`src/hdl/ftx_pkg.sv`:
```
// Purpose: shared constants, types and code-group table helpers
// Assumes: one 250 MHz clock, line bit rate 125 Mb/s
// Notes: code-groups listed msb first, msb leaves the line first
package ftx_pkg;

  // timing
  localparam int CLK_MHZ = 250;
  localparam int LINE_MBPS = 125;
  localparam int CLK_PER_BIT = CLK_MHZ / LINE_MBPS;
  localparam int DIV_W = 1;
  localparam logic [DIV_W-1:0] DIV_LAST = DIV_W'(CLK_PER_BIT - 1);
  localparam logic [DIV_W-1:0] DIV_ZERO = '0;

  // symbol framing
  localparam int GROUP_W = 5;
  localparam int NIBBLE_W = 4;
  localparam logic [2:0] BIT_FIRST = 3'h0;
  localparam logic [2:0] BIT_LAST = 3'h4;

  // scrambler
  localparam int LFSR_W = 11;
  localparam int TAP_HI = 10;
  localparam int TAP_LO = 8;
  localparam int ADDR_W = 5;
  // upper seed bits, arbitrary non-zero filler
  localparam logic [5:0] SEED_UPPER = 6'h2B;
  localparam logic [10:0] LFSR_ZERO = 11'h000;

  // control code-groups
  localparam logic [4:0] CG_IDLE = 5'h1F;
  localparam logic [4:0] CG_J = 5'h18;
  localparam logic [4:0] CG_K = 5'h11;
  localparam logic [4:0] CG_T = 5'h0D;
  localparam logic [4:0] CG_R = 5'h07;
  localparam logic [4:0] CG_HALT = 5'h04;

  // decode meanings of control groups
  localparam logic [3:0] NIB_IDLE_END = 4'h0;
  localparam logic [3:0] NIB_START = 4'h5;
  localparam logic [3:0] NIB_NONE = 4'h0;

  // mlt-3 phase codes
  localparam logic [1:0] PH_POS = 2'h1;
  localparam logic [1:0] PH_NEG = 2'h3;
  localparam logic [1:0] PH_ZERO = 2'h0;

  typedef enum logic [1:0] {
    st_idle = 2'b00,
    st_send_k = 2'b01,
    st_data = 2'b10,
    st_send_r = 2'b11
  } ftx_state_type;

  // data nibble to code-group
  function automatic logic [4:0] ftx_encode(input logic [3:0] nib);
    logic [4:0] cg;
    cg = 5'h1E;
    unique case (nib)
      4'h0: cg = 5'h1E;
      4'h1: cg = 5'h09;
      4'h2: cg = 5'h14;
      4'h3: cg = 5'h15;
      4'h4: cg = 5'h0A;
      4'h5: cg = 5'h0B;
      4'h6: cg = 5'h0E;
      4'h7: cg = 5'h0F;
      4'h8: cg = 5'h12;
      4'h9: cg = 5'h13;
      4'hA: cg = 5'h16;
      4'hB: cg = 5'h17;
      4'hC: cg = 5'h1A;
      4'hD: cg = 5'h1B;
      4'hE: cg = 5'h1C;
      4'hF: cg = 5'h1D;
    endcase
    return cg;
  endfunction

  // code-group to {invalid, control, nibble}
  function automatic logic [5:0] ftx_decode(input logic [4:0] cg);
    logic [5:0] r;
    r = {1'b1, 1'b0, NIB_NONE};
    for (int n = 0; n < 16; n++) begin
      if (ftx_encode(4'(n)) == cg) begin
        r = {1'b0, 1'b0, 4'(n)};
      end
    end
    if (cg == CG_IDLE || cg == CG_T || cg == CG_R) begin
      r = {1'b0, 1'b1, NIB_IDLE_END};
    end
    if (cg == CG_J || cg == CG_K) begin
      r = {1'b0, 1'b1, NIB_START};
    end
    return r;
  endfunction

endpackage

```
`src/hdl/ftx_code_path.sv`:
```
// Purpose: 100 Mb/s transmit coding path, nibbles to mlt-3 streams
// Assumes: mac inputs synchronous, new nibble due after each request
// Notes: one line bit every two clocks, five bits per code-group
//
// Contract
// - every mac nibble becomes a 5-bit group
// - first two preamble nibbles become J then K
// - enable drop inserts T then R
// - idle groups fill gaps until next frame
// - serial stream xored with 11-bit lfsr
// - scrambler seed derived from phy address straps
// - scrambler can be bypassed
// - nrzi encode after scrambling
// - two streams with alternating one events
// - nrzi and mlt-3 outputs both driven, no mode select
// - line stream runs at 125 Mb/s
// - standard idle, start, data, end sequencing
// - idle, T and R decode to 0000
// - J and K decode to 0101, halt errors
// - control group in data raises error
`timescale 1ns/1ps
`default_nettype none
module ftx_code_path
  import ftx_pkg::*;
(
  input wire logic clock_i,
  input wire logic rst_b_i,
  input wire logic tx_en_i,
  input wire logic tx_er_i,
  input wire logic [ftx_pkg::NIBBLE_W-1:0] txd_i,
  input wire logic [ftx_pkg::ADDR_W-1:0] phy_address_straps_i,
  input wire logic scrambler_bypass_i,
  input wire logic [ftx_pkg::GROUP_W-1:0] check_group_i,
  input wire logic check_in_data_i,
  output logic tx_nibble_req_o,
  output logic nrzi_o,
  output logic line_pos_o,
  output logic line_neg_o,
  output logic [ftx_pkg::NIBBLE_W-1:0] check_nibble_o,
  output logic check_error_o
);
  import ftx_pkg::*;

  typedef struct packed {
    ftx_state_type fsm;
    logic [DIV_W-1:0] div;
    logic [2:0] bit_cnt;
    logic [GROUP_W-1:0] shreg;
    logic [LFSR_W-1:0] lfsr;
    logic nrzi;
    logic [1:0] phase;
    logic pos;
    logic neg;
    logic req;
  } ftx_core_type;

  ftx_core_type st;
  ftx_core_type next_st;

  logic bit_tick;
  logic load;
  logic plain_bit;
  logic scr_bit;
  logic line_bit;
  logic feedback;
  logic [LFSR_W-1:0] seed;
  logic [GROUP_W-1:0] next_group;

  assign bit_tick = (st.div == DIV_LAST);
  assign load = bit_tick && (st.bit_cnt == BIT_LAST);
  assign plain_bit = st.shreg[GROUP_W-1];
  assign seed = {SEED_UPPER, phy_address_straps_i};

  always_comb begin
    // tap feedback of x^11 + x^9 + 1
    feedback = st.lfsr[TAP_HI] ^ st.lfsr[TAP_LO];
    scr_bit = plain_bit ^ st.lfsr[TAP_HI];
    line_bit = scrambler_bypass_i ? plain_bit : scr_bit;
  end

  // group chosen at each symbol boundary
  always_comb begin
    next_group = CG_IDLE;
    unique case (st.fsm)
      st_idle: begin
        if (tx_en_i) begin
          next_group = CG_J;
        end
      end
      st_send_k: begin
        next_group = CG_K;
      end
      st_data: begin
        if (!tx_en_i) begin
          next_group = CG_T;
        end else if (tx_er_i) begin
          next_group = CG_HALT;
        end else begin
          next_group = ftx_encode(txd_i);
        end
      end
      st_send_r: begin
        next_group = CG_R;
      end
    endcase
  end

  always_comb begin
    next_st = st;
    next_st.req = 1'b0;
    next_st.div = (bit_tick) ? DIV_ZERO : DIV_W'(st.div + 1'b1);
    if (bit_tick) begin
      next_st.lfsr = {st.lfsr[LFSR_W-2:0], feedback};
      // lockup guard keeps the register live
      if ({st.lfsr[LFSR_W-2:0], feedback} == LFSR_ZERO) begin
        next_st.lfsr = seed;
      end
      // transition on a one
      next_st.nrzi = st.nrzi ^ line_bit;
      // each one advances the 0,+,0,- cycle
      if (line_bit) begin
        next_st.phase = 2'(st.phase + 1'b1);
      end
      next_st.pos = (next_st.phase == PH_POS);
      next_st.neg = (next_st.phase == PH_NEG);
      if (load) begin
        next_st.bit_cnt = BIT_FIRST;
        next_st.shreg = next_group;
        next_st.req = 1'b1;
        unique case (st.fsm)
          st_idle: begin
            if (tx_en_i) begin
              next_st.fsm = st_send_k;
            end
          end
          st_send_k: begin
            next_st.fsm = st_data;
          end
          st_data: begin
            if (!tx_en_i) begin
              next_st.fsm = st_send_r;
            end
          end
          st_send_r: begin
            next_st.fsm = st_idle;
          end
        endcase
      end else begin
        next_st.bit_cnt = 3'(st.bit_cnt + 1'b1);
        next_st.shreg = {st.shreg[GROUP_W-2:0], 1'b0};
      end
    end
    if (!rst_b_i) begin
      next_st = '0;
      next_st.fsm = st_idle;
      next_st.shreg = CG_IDLE;
      next_st.phase = PH_ZERO;
      next_st.lfsr = seed;
    end
  end

  always_ff @(posedge clock_i) begin
    st <= next_st;
  end

  assign tx_nibble_req_o = st.req;
  assign nrzi_o = st.nrzi;
  assign line_pos_o = st.pos;
  assign line_neg_o = st.neg;

  ftx_group_decode u_decode (
    .clock_i(clock_i),
    .rst_b_i(rst_b_i),
    .group_i(check_group_i),
    .in_data_i(check_in_data_i),
    .nibble_o(check_nibble_o),
    .error_o(check_error_o)
  );

  a_bit_rate: assert property (
    @(posedge clock_i) disable iff (!rst_b_i)
    bit_tick |=> !bit_tick ##1 bit_tick)
    else $error("line bit not every second clock");

  a_req_spacing: assert property (
    @(posedge clock_i) disable iff (!rst_b_i)
    tx_nibble_req_o |=> !tx_nibble_req_o [*8] ##1 !tx_nibble_req_o
    ##1 tx_nibble_req_o)
    else $error("nibble request not every ten clocks");

  a_start_j: assert property (
    @(posedge clock_i) disable iff (!rst_b_i)
    load && st.fsm == st_idle && tx_en_i |=> st.shreg == CG_J
    ##10 st.shreg == CG_K)
    else $error("start pair J K not sent");

  a_end_t: assert property (
    @(posedge clock_i) disable iff (!rst_b_i)
    load && st.fsm == st_data && !tx_en_i |=> st.shreg == CG_T
    ##10 st.shreg == CG_R
    ##10 st.shreg == ($past(tx_en_i) ? CG_J : CG_IDLE))
    else $error("end pair T R or idle missing");

  a_idle_fill: assert property (
    @(posedge clock_i) disable iff (!rst_b_i)
    load && st.fsm == st_idle && !tx_en_i |=> st.shreg == CG_IDLE)
    else $error("idle not sent between frames");

  a_data_group: assert property (
    @(posedge clock_i) disable iff (!rst_b_i)
    load && st.fsm == st_data && tx_en_i && !tx_er_i
    |=> st.shreg == ftx_encode($past(txd_i)))
    else $error("data nibble encoded wrongly");

  a_lfsr_live: assert property (
    @(posedge clock_i) disable iff (!rst_b_i)
    st.lfsr != LFSR_ZERO)
    else $error("scrambler reached all zero");

  a_lfsr_step: assert property (
    @(posedge clock_i) disable iff (!rst_b_i)
    bit_tick && st.lfsr != LFSR_ZERO |=> st.lfsr ==
    {$past(st.lfsr[LFSR_W-2:0]),
    $past(st.lfsr[TAP_HI]) ^ $past(st.lfsr[TAP_LO])})
    else $error("scrambler step wrong");

  a_bypass_pass: assert property (
    @(posedge clock_i) disable iff (!rst_b_i)
    bit_tick && scrambler_bypass_i && plain_bit |=> nrzi_o != $past(nrzi_o))
    else $error("bypass one did not toggle line");

  a_nrzi_hold: assert property (
    @(posedge clock_i) disable iff (!rst_b_i)
    !bit_tick |=> $stable(nrzi_o) && $stable(line_pos_o))
    else $error("line changed between bit times");

  a_mlt_alt: assert property (
    @(posedge clock_i) disable iff (!rst_b_i)
    !(line_pos_o && line_neg_o) && (!line_pos_o || st.phase == PH_POS))
    else $error("mlt-3 streams overlap");

  a_reset_idle: assert property (
    @(posedge clock_i) !rst_b_i |=> st.fsm == st_idle && !tx_nibble_req_o
    && !nrzi_o && !line_pos_o && !line_neg_o)
    else $error("reset did not clear transmit state");

  a_seed_straps: assert property (
    @(posedge clock_i) !rst_b_i |=>
    st.lfsr == {SEED_UPPER, $past(phy_address_straps_i)})
    else $error("scrambler seed not taken from straps");

  a_k_then_data: assert property (
    @(posedge clock_i) disable iff (!rst_b_i)
    load && st.fsm == st_send_k |=> st.fsm == st_data && st.shreg == CG_K)
    else $error("K group not followed by data state");

  a_r_then_idle: assert property (
    @(posedge clock_i) disable iff (!rst_b_i)
    load && st.fsm == st_send_r |=> st.fsm == st_idle && st.shreg == CG_R)
    else $error("R group not followed by idle state");

  a_data_stay: assert property (
    @(posedge clock_i) disable iff (!rst_b_i)
    load && st.fsm == st_data && tx_en_i |=> st.fsm == st_data)
    else $error("data state left while enable high");

  a_req_on_load: assert property (
    @(posedge clock_i) disable iff (!rst_b_i)
    load |=> tx_nibble_req_o)
    else $error("nibble request missing after load");

  a_req_only_load: assert property (
    @(posedge clock_i) disable iff (!rst_b_i)
    !load |=> !tx_nibble_req_o)
    else $error("nibble request without load");

  a_shift_msb_first: assert property (
    @(posedge clock_i) disable iff (!rst_b_i)
    bit_tick && !load |=> st.shreg == {$past(st.shreg[GROUP_W-2:0]), 1'b0})
    else $error("group not shifted msb first");

  a_bit_count: assert property (
    @(posedge clock_i) disable iff (!rst_b_i)
    st.bit_cnt <= BIT_LAST)
    else $error("more than five bits in a group");

  a_nrzi_one: assert property (
    @(posedge clock_i) disable iff (!rst_b_i)
    bit_tick && line_bit |=> nrzi_o != $past(nrzi_o))
    else $error("one bit did not toggle nrzi");

  a_nrzi_zero: assert property (
    @(posedge clock_i) disable iff (!rst_b_i)
    bit_tick && !line_bit |=> $stable(nrzi_o))
    else $error("zero bit toggled nrzi");

  a_scramble_xor: assert property (
    @(posedge clock_i) disable iff (!rst_b_i)
    bit_tick && !scrambler_bypass_i |=> (nrzi_o != $past(nrzi_o))
    == $past(plain_bit ^ st.lfsr[TAP_HI]))
    else $error("scrambled bit did not drive line");

  a_bypass_zero: assert property (
    @(posedge clock_i) disable iff (!rst_b_i)
    bit_tick && scrambler_bypass_i && !plain_bit |=> $stable(nrzi_o))
    else $error("bypass zero toggled line");

  a_mlt_via_zero: assert property (
    @(posedge clock_i) disable iff (!rst_b_i)
    $fell(line_pos_o) || $fell(line_neg_o) |-> !line_pos_o && !line_neg_o)
    else $error("mlt-3 skipped the zero level");

  a_mlt_zero_hold: assert property (
    @(posedge clock_i) disable iff (!rst_b_i)
    bit_tick && !line_bit |=> $stable(line_pos_o) && $stable(line_neg_o))
    else $error("mlt-3 level moved on a zero");

  a_mlt_step: assert property (
    @(posedge clock_i) disable iff (!rst_b_i)
    bit_tick && line_bit |=> $changed(line_pos_o) || $changed(line_neg_o))
    else $error("mlt-3 level held on a one");

endmodule
`default_nettype wire

```
`src/hdl/ftx_group_decode.sv`:
```
// Purpose: registered code-group to nibble lookup with error flag
// Assumes: group and data-field flag valid on the sampling edge
// Notes: one cycle latency
`timescale 1ns/1ps
`default_nettype none
module ftx_group_decode
  import ftx_pkg::*;
(
  input wire logic clock_i,
  input wire logic rst_b_i,
  input wire logic [ftx_pkg::GROUP_W-1:0] group_i,
  input wire logic in_data_i,
  output logic [ftx_pkg::NIBBLE_W-1:0] nibble_o,
  output logic error_o
);
  import ftx_pkg::*;

  typedef struct packed {
    logic [3:0] nibble;
    logic error;
  } ftx_dec_type;

  ftx_dec_type st;
  ftx_dec_type next_st;
  logic [5:0] look;

  always_comb begin
    look = ftx_decode(group_i);
    next_st.nibble = look[3:0];
    // halt and unknown groups flag error
    next_st.error = look[5];
    // control group inside data field
    if (in_data_i && look[4]) begin
      next_st.error = 1'b1;
      next_st.nibble = NIB_NONE;
    end
    if (!rst_b_i) begin
      next_st = '0;
    end
  end

  always_ff @(posedge clock_i) begin
    st <= next_st;
  end

  assign nibble_o = st.nibble;
  assign error_o = st.error;

  a_ctl_in_data: assert property (
    @(posedge clock_i) disable iff (!rst_b_i)
    in_data_i && (group_i == CG_J || group_i == CG_T) |=> error_o)
    else $error("control group in data not flagged");

  a_start_nibble: assert property (
    @(posedge clock_i) disable iff (!rst_b_i)
    !in_data_i && group_i == CG_K |=> nibble_o == NIB_START && !error_o)
    else $error("start group did not decode to 0101");

  a_idle_nibble: assert property (
    @(posedge clock_i) disable iff (!rst_b_i)
    !in_data_i && group_i == CG_R |=> nibble_o == NIB_IDLE_END)
    else $error("end group did not decode to 0000");

endmodule
`default_nettype wire

```
`config.mk`:
```
export PLATFORM = sky130hd
export DESIGN_NAME = ftx_code_path
export DESIGN_NICKNAME = d
export VERILOG_FILES = /design/src/hdl/ftx_pkg.sv /design/src/hdl/ftx_code_path.sv /design/src/hdl/ftx_group_decode.sv
export SDC_FILE = /design/constraint.sdc
export NUM_CORES = 1
export LEC_CHECK = 0
export ABC_AREA = 1
export BUFFER_PORTS_ARGS = -buffer_cell sky130_fd_sc_hd__buf_2
export CORE_ASPECT_RATIO = 0.5
export CORE_MARGIN = 3
export CORE_UTILIZATION = 50
export CTS_CLUSTER_SIZE = 8
export DETAILED_ROUTE_END_ITERATION = 6
export HOLD_SLACK_MARGIN = 0.02
export PLACE_DENSITY = 0.68
export REMOVE_ABC_BUFFERS = 1
export SYNTH_ARGS = -nofsm -noshare
export SYNTH_HDL_FRONTEND = slang
export SYNTH_SLANG_ARGS = --single-unit
```
`constraint.sdc`:
```
create_clock -name clock_i -period 1.7 [get_ports clock_i]
set_input_delay 0.34 -clock clock_i [delete_from_list [all_inputs] [get_ports clock_i]]
set_output_delay 0.34 -clock clock_i [all_outputs]
set_load 0.005 [all_outputs]
```
# [Word level (Yosys, flattened, before mapping)]
# Memories as Yosys holds them, arrays and structs flattened.
# Cells that the tools add are included.
# W data, S select, Z words.
[totals] reg_bits=33 rom_bits=80 out_inout_bits=9 mem_count=1
[classes] add_sub_neg=3 n_eq_ne=30 mux=34 bitwise=4 reduce_logical=12
[mem_list] memory="(no name shown)" depth=16 word_bits=5 rd=1 rd_ports_with_merged_regs=0 write_ports=0 line_no="ftx_pkg.sv:58" rtl="unique case (nib)"
[op_table] op="$mux W6" n=18
[op_table] op="$eq A5 B5 Y1 const A" n=11
[op_table] op="$mux W11" n=3
[op_table] op="$eq A4 B5 Y1 const A" n=5
[op_table] op="$pmux W5 S4" n=1
[op_table] op="$eq A5 B5 Y1 const B" n=3
[op_table] op="$logic_not A11 Y1" n=1
[op_table] op="$mux W5" n=2
[op_table] op="$mux W2" n=4
[op_table] op="$mux W8" n=1
[op_table] op="$pmux W2 S4" n=1
[op_table] op="$eq A2 B2 Y1 const B" n=3
[op_table] op="$eq A5 B3 Y1 const B" n=1
[op_table] op="$eq A5 B4 Y1 const B" n=1
[op_table] op="$eq A2 B1 Y1 const B" n=2
[op_table] op="$ne A2 B2 Y1 const B" n=2
[op_table] op="$reduce_and A4 Y1" n=1
[op_table] op="$reduce_or A2 Y1" n=2
[op_table] op="$reduce_or A4 Y1" n=1
[op_table] op="$add A3 B1 Y3 const B" n=1
[op_table] op="$eq A3 B3 Y1 const B" n=1
[op_table] op="$logic_or A1 B1 Y1" n=3
[op_table] op="$mux W1" n=3
[op_table] op="$mux W3" n=1
[op_table] op="8 further kinds" n=11

# [Logic depth before layout (Yosys ltp)]
[depth] word_depth=21 ltp_mapped=9

# [Hierarchy]
# A second synthesis with hierarchy kept.
[unflattened] hier_cells=252 area_unflattened_um2=1780.5
[by_module_without_submodules] module="ftx_code_path" instances=1 cells_each=181 area_per_inst_um2=1382.6 seq_area_each_um2=610.6
[by_module_without_submodules] module="ftx_group_decode" instances=1 cells_each=71 area_per_inst_um2=397.9 seq_area_each_um2=100.1

# [Least setup slack after synthesis]
# OpenSTA, ideal clock, no wires.
[synth_path] path_kind="reg2reg" from="reg st[27] in the netlist's numbering" to="reg st[27] in the netlist's numbering" setup_ps=119 arrival_time_ps=1137 required_time_ps=1581 setup_slack_ps=444 path_stages_with_launch=9 synth_period_minus_slack_ps=1256 path_cell_list="dfxtp_1 -> inv_1 -> ha_1 -> inv_1 -> nor2_1 -> nor2_1 -> nand2_1 -> o21ai_0 -> a21oi_1"
[synth_between] elab_chain_len=3 elab_cells_between_ends=8
[synth_lines] item="from (decl)" line_no="ftx_code_path.sv:57" rtl="ftx_core_type st;"
[synth_lines] item="from (signal assigned)" line_no="ftx_code_path.sv:163" rtl="st <= next_st;"
[synth_lines] item="$eq A2 B2 Y1 or $logic_not A2 Y1 (tied branches)" line_no="ftx_code_path.sv:130" rtl="unique case (st.fsm)"
[synth_lines] item="$ne A2 B2 Y1 (no line)"
[synth_lines] item="$reduce_and A4 Y1 (no line)"
# Parallel ways exist; a longest one is shown, timed or not.
# A chain may end at the register's enable or synchronous reset.

# [Worst setup path in the final report]
# Ends and elaborated chain as after synthesis.

==> results_dict.tcl <==
set metrics [dict create \
    power.density_cell_area_mw_per_mm2 827 \
    final-max-slew-violation-count 0 \
    vias 1625 \
    worst_path_max_delay_cell "sky130_fd_sc_hd__dfxtp_1" \
    cellInternalPower_mw 1.21 \
    grt_antenna_before_repair 0 \
    postSynthAreaPerCell_um2 7.11 \
    critPathArrivalTime_ps 1630 \
    setup-violations-final 0 \
    hpwl_after_detailed_placement_um 2730 \
    path_clk_slew_ps 70 \
    power.switching_fraction 0.279 \
    netlist-cell-type-count 29 \
    critPathKind "reg2reg" \
    post_route_fraction_of_the_period_consumed_by_the_critical_path 0.853 \
    worst-slew-pin-transition_ps 342 \
    cts_hold_buf 0 \
    synth_top_area_frac 0.321 \
    fillers 301 \
    core_region_area_mm2 0.00317 \
    clkLatencyLatePin_ps 290 \
    final_antenna_net_count 0 \
    cts_repair_resize_count 0 \
    place_congestion 0.925 \
    total_die_area_mm2 0.00428 \
    tritoncts "yes" \
    timing.max_cap.violations 0 \
    net-switching-power_uw 468 \
    critPathCaptureType "register" \
    grt_first_pass_wirelength_um 5780 \
    timing.hold.ws_ps 316 \
    detailed_routing_iteration_count_for_the_pre_antenna_repair_pass 4 \
    finalWorstSetupSlack_ps 250 \
    hold_path.class "in2reg" \
    ctsHtreeMaxLevel 2 \
    crit_required_ps 1880 \
    timing.critical_path.slowest_cell_delay_ps 410 \
    sequentialPowerShare 0.516 \
    drt_iter0_drc 46 \
    globalRoute.totalOverflow 0 \
    ios 29 \
    wl_um 3670 \
    detail_route.vias_per_cell 4.92 \
    finish.net_count 307 \
    cts.repair_timing.setup_buffer_count 0 \
    p_comb_frac 0.138 \
    pin_count_of_the_biggest_net_entering_global_routing 15 \
    synth_top_area_cell "sky130_fd_sc_hd__dfxtp_1" \
    ys_seq_elements 33 \
    track_usage 0.184 \
    ctsLongestPathBuffers 2 \
    cellLeakagePower_nw 0.993 \
    synth.yosys.seq_area_share 0.407 \
    cts_root_buffer "sky130_fd_sc_hd__clkbuf_8" \
    clock_net_sink_count 33 \
    place.port_buffers 28 \
    preCtsSetupSlack_ps 283 \
    drt-wirelength-per-cell_um 11.1 \
    synthesis.instances 246 \
    layout-drive-gt1-share 0.188 \
    summed_negative_setup_slack_over_all_endpoints_ps 0 \
    p_total_mw 1.68 \
    slew_headroom 0.772 \
    status "finished clean" \
    area_overhead_vs_synth_pct 16.2 \
    power.share.clock 0.345 \
    vias_in_the_first_global_route 1327 \
    timing.critical_path.cells "inv_1 > ha_1 > inv_1 > nor2_1 > nor2_1 > nand2_1 > o21ai_0 > a21oi_1" \
    drt_drc_violations_left 0 \
    final_util 0.640 \
    finClkSkew_ps 5.21 \
    rsz0062_at_grt "false" \
    synth_area_mm2 0.00175 \
    worst_setup_path_start_kind "register" \
    max-vdd-ir-drop_v 0.000394 \
    achievable-frequency_mhz 690 \
    cts_inserted_buffers 5 \
    post_synth_main_area_contributors "sky130_fd_sc_hd__dfxtp_1 (32%), sky130_fd_sc_hd__nand2_1 (14%), sky130_fd_sc_hd__edfxtp_1 (8.6%)" \
    cp_max_fo 5 \
    fp.dieH_um 47.8 \
    period_needed_ps 1450 \
    chipWidth_um 89.6 \
    antenna_cells 0 \
    start_util 0.551 \
    row_count 14 \
    hold_viol 0 \
    yosys_warnings 0 \
]
layout make-up:
cell class	count	area (um^2)	share of cell area
Tap cell	48	60.1	0.0296
Multi-Input combinational cell	181	903	0.445
Clock buffer	5	68.8	0.0339
Inverter	30	115	0.0567
Timing Repair Buffer	30	155	0.0764
Sequential cell	33	711	0.350
Clock inverter	3	17.5	0.00863
per-layer routing:
| layer | up-vias | wire length, um | global-route usage |
|---|---|---|---|
| li1 | 869 | - | - |
| met1 | 719 | 1810 | 0.223 |
| met2 | 32 | 1640 | 0.299 |
| met3 | 5 | 185 | 0.0911 |
| met4 | 0 | 36 | 0.0445 |
| met5 | - | 0 | 0 |
Yosys cell counts:
cell type / instances
sky130_fd_sc_hd__o21ai_1: 1
sky130_fd_sc_hd__ha_1: 6
sky130_fd_sc_hd__buf_2: 1
sky130_fd_sc_hd__nand2_2: 4
sky130_fd_sc_hd__nand3_4: 1
sky130_fd_sc_hd__or2_2: 1
sky130_fd_sc_hd__nor3_1: 3
sky130_fd_sc_hd__o21ai_0: 13
sky130_fd_sc_hd__a21oi_1: 9
sky130_fd_sc_hd__nand2_1: 65
sky130_fd_sc_hd__nor3_2: 1
sky130_fd_sc_hd__dfxtp_1: 28
sky130_fd_sc_hd__o21bai_1: 2
sky130_fd_sc_hd__nor2_2: 2
sky130_fd_sc_hd__nand4_1: 2
sky130_fd_sc_hd__nand3_1: 18
sky130_fd_sc_hd__a22oi_1: 4
sky130_fd_sc_hd__o22ai_1: 4
sky130_fd_sc_hd__xor2_1: 4
sky130_fd_sc_hd__a31oi_1: 1
sky130_fd_sc_hd__inv_2: 2
sky130_fd_sc_hd__edfxtp_1: 5
sky130_fd_sc_hd__a211oi_1: 1
sky130_fd_sc_hd__inv_4: 1
sky130_fd_sc_hd__a21oi_2: 2
sky130_fd_sc_hd__o21ai_2: 1
sky130_fd_sc_hd__clkbuf_8: 1
sky130_fd_sc_hd__nor2_1: 36
sky130_fd_sc_hd__inv_1: 27
registers in the layout, indices dropped and copies added (netlist names):
name               flops
bit_tick               1
line_neg_o             1
line_pos_o             1
nrzi_o                 1
plain_bit              1
st                    22
tx_nibble_req_o        1
u_decode.error_o       1
u_decode.nibble_o      4
critical path, delay by kind of cell, from the launching register on:
family                   cells  cell delay, ps
flip-flops                   1             410
AND/OR/NAND/NOR              3             290
adder cells (fa/ha/maj)      1             230
buffers and inverters        2             220
AO/OA/AOI/OAI                2             210
cells by family (layout without fill, tap and decap cells):
logic type,Yosys count,count (layout),synth area share
AND/OR/NAND/NOR,133,133,0.325
adder cells (fa/ha/maj),6,6,0.0429
flip-flops,33,33,0.407
AO/OA/AOI/OAI,38,38,0.129
XOR/XNOR,4,4,0.0200
buffers and inverters,32,68,0.0766
stage by stage:
stage | cell area, um^2 | cells
2_1_floorplan | 1730 | 244
3_3_place_gp | 1940 | 322
3_5_place_dp | 1940 | 322
4_1_cts | 2030 | 330
5_1_grt | 2030 | 330
6_report | 2030 | 330
worst paths after layout:
| check | cells after the start | start | slack, ps | endpoint |
|---|---|---|---|---|
| max | 8 | st[27] | 250 | st[27] |
| min | 3 | phy_address_straps_i[4] | 320 | st[10] |
| max reg2reg | 8 | st[27] | 250 | st[27] |
| min reg2reg | 2 | line_neg_o | 450 | line_neg_o |
power groups by stage:
| stage | clock network (mW) | registers [mW] | logic (mW) |
|---|---|---|---|
| after detailed placement | 0 | 0.885 | 0.231 |
| after global routing | 0.634 | 0.873 | 0.265 |
| after floorplan | 0 | 0.881 | 0.144 |
| after CTS | 0.593 | 0.868 | 0.232 |
| after global placement | 0 | 0.883 | 0.228 |
| final | 0.580 | 0.867 | 0.232 |
cell usage in the layout, fill, tap and decap left out, types with 2 or more instances in the layout:
cell type                   n
sky130_fd_sc_hd__o22ai_1    4
sky130_fd_sc_hd__nand2_2    4
sky130_fd_sc_hd__xor2_1     4
sky130_fd_sc_hd__inv_1     27
sky130_fd_sc_hd__nand2_1   65
sky130_fd_sc_hd__ha_1       6
sky130_fd_sc_hd__buf_2     28
sky130_fd_sc_hd__nand3_1   18
sky130_fd_sc_hd__a21oi_2    2
sky130_fd_sc_hd__a22oi_1    4
sky130_fd_sc_hd__clkbuf_8   5
sky130_fd_sc_hd__nor2_2     2
sky130_fd_sc_hd__o21bai_1   2
sky130_fd_sc_hd__a21oi_1    9
sky130_fd_sc_hd__edfxtp_1   5
sky130_fd_sc_hd__buf_4      2
sky130_fd_sc_hd__clkinv_2   2
sky130_fd_sc_hd__nor2_1    36
sky130_fd_sc_hd__nand4_1    2
sky130_fd_sc_hd__dfxtp_1   28
sky130_fd_sc_hd__o21ai_0   13
sky130_fd_sc_hd__inv_2      2
sky130_fd_sc_hd__nor3_1     3
No activity file was read; power rests on OpenSTA's default activity.
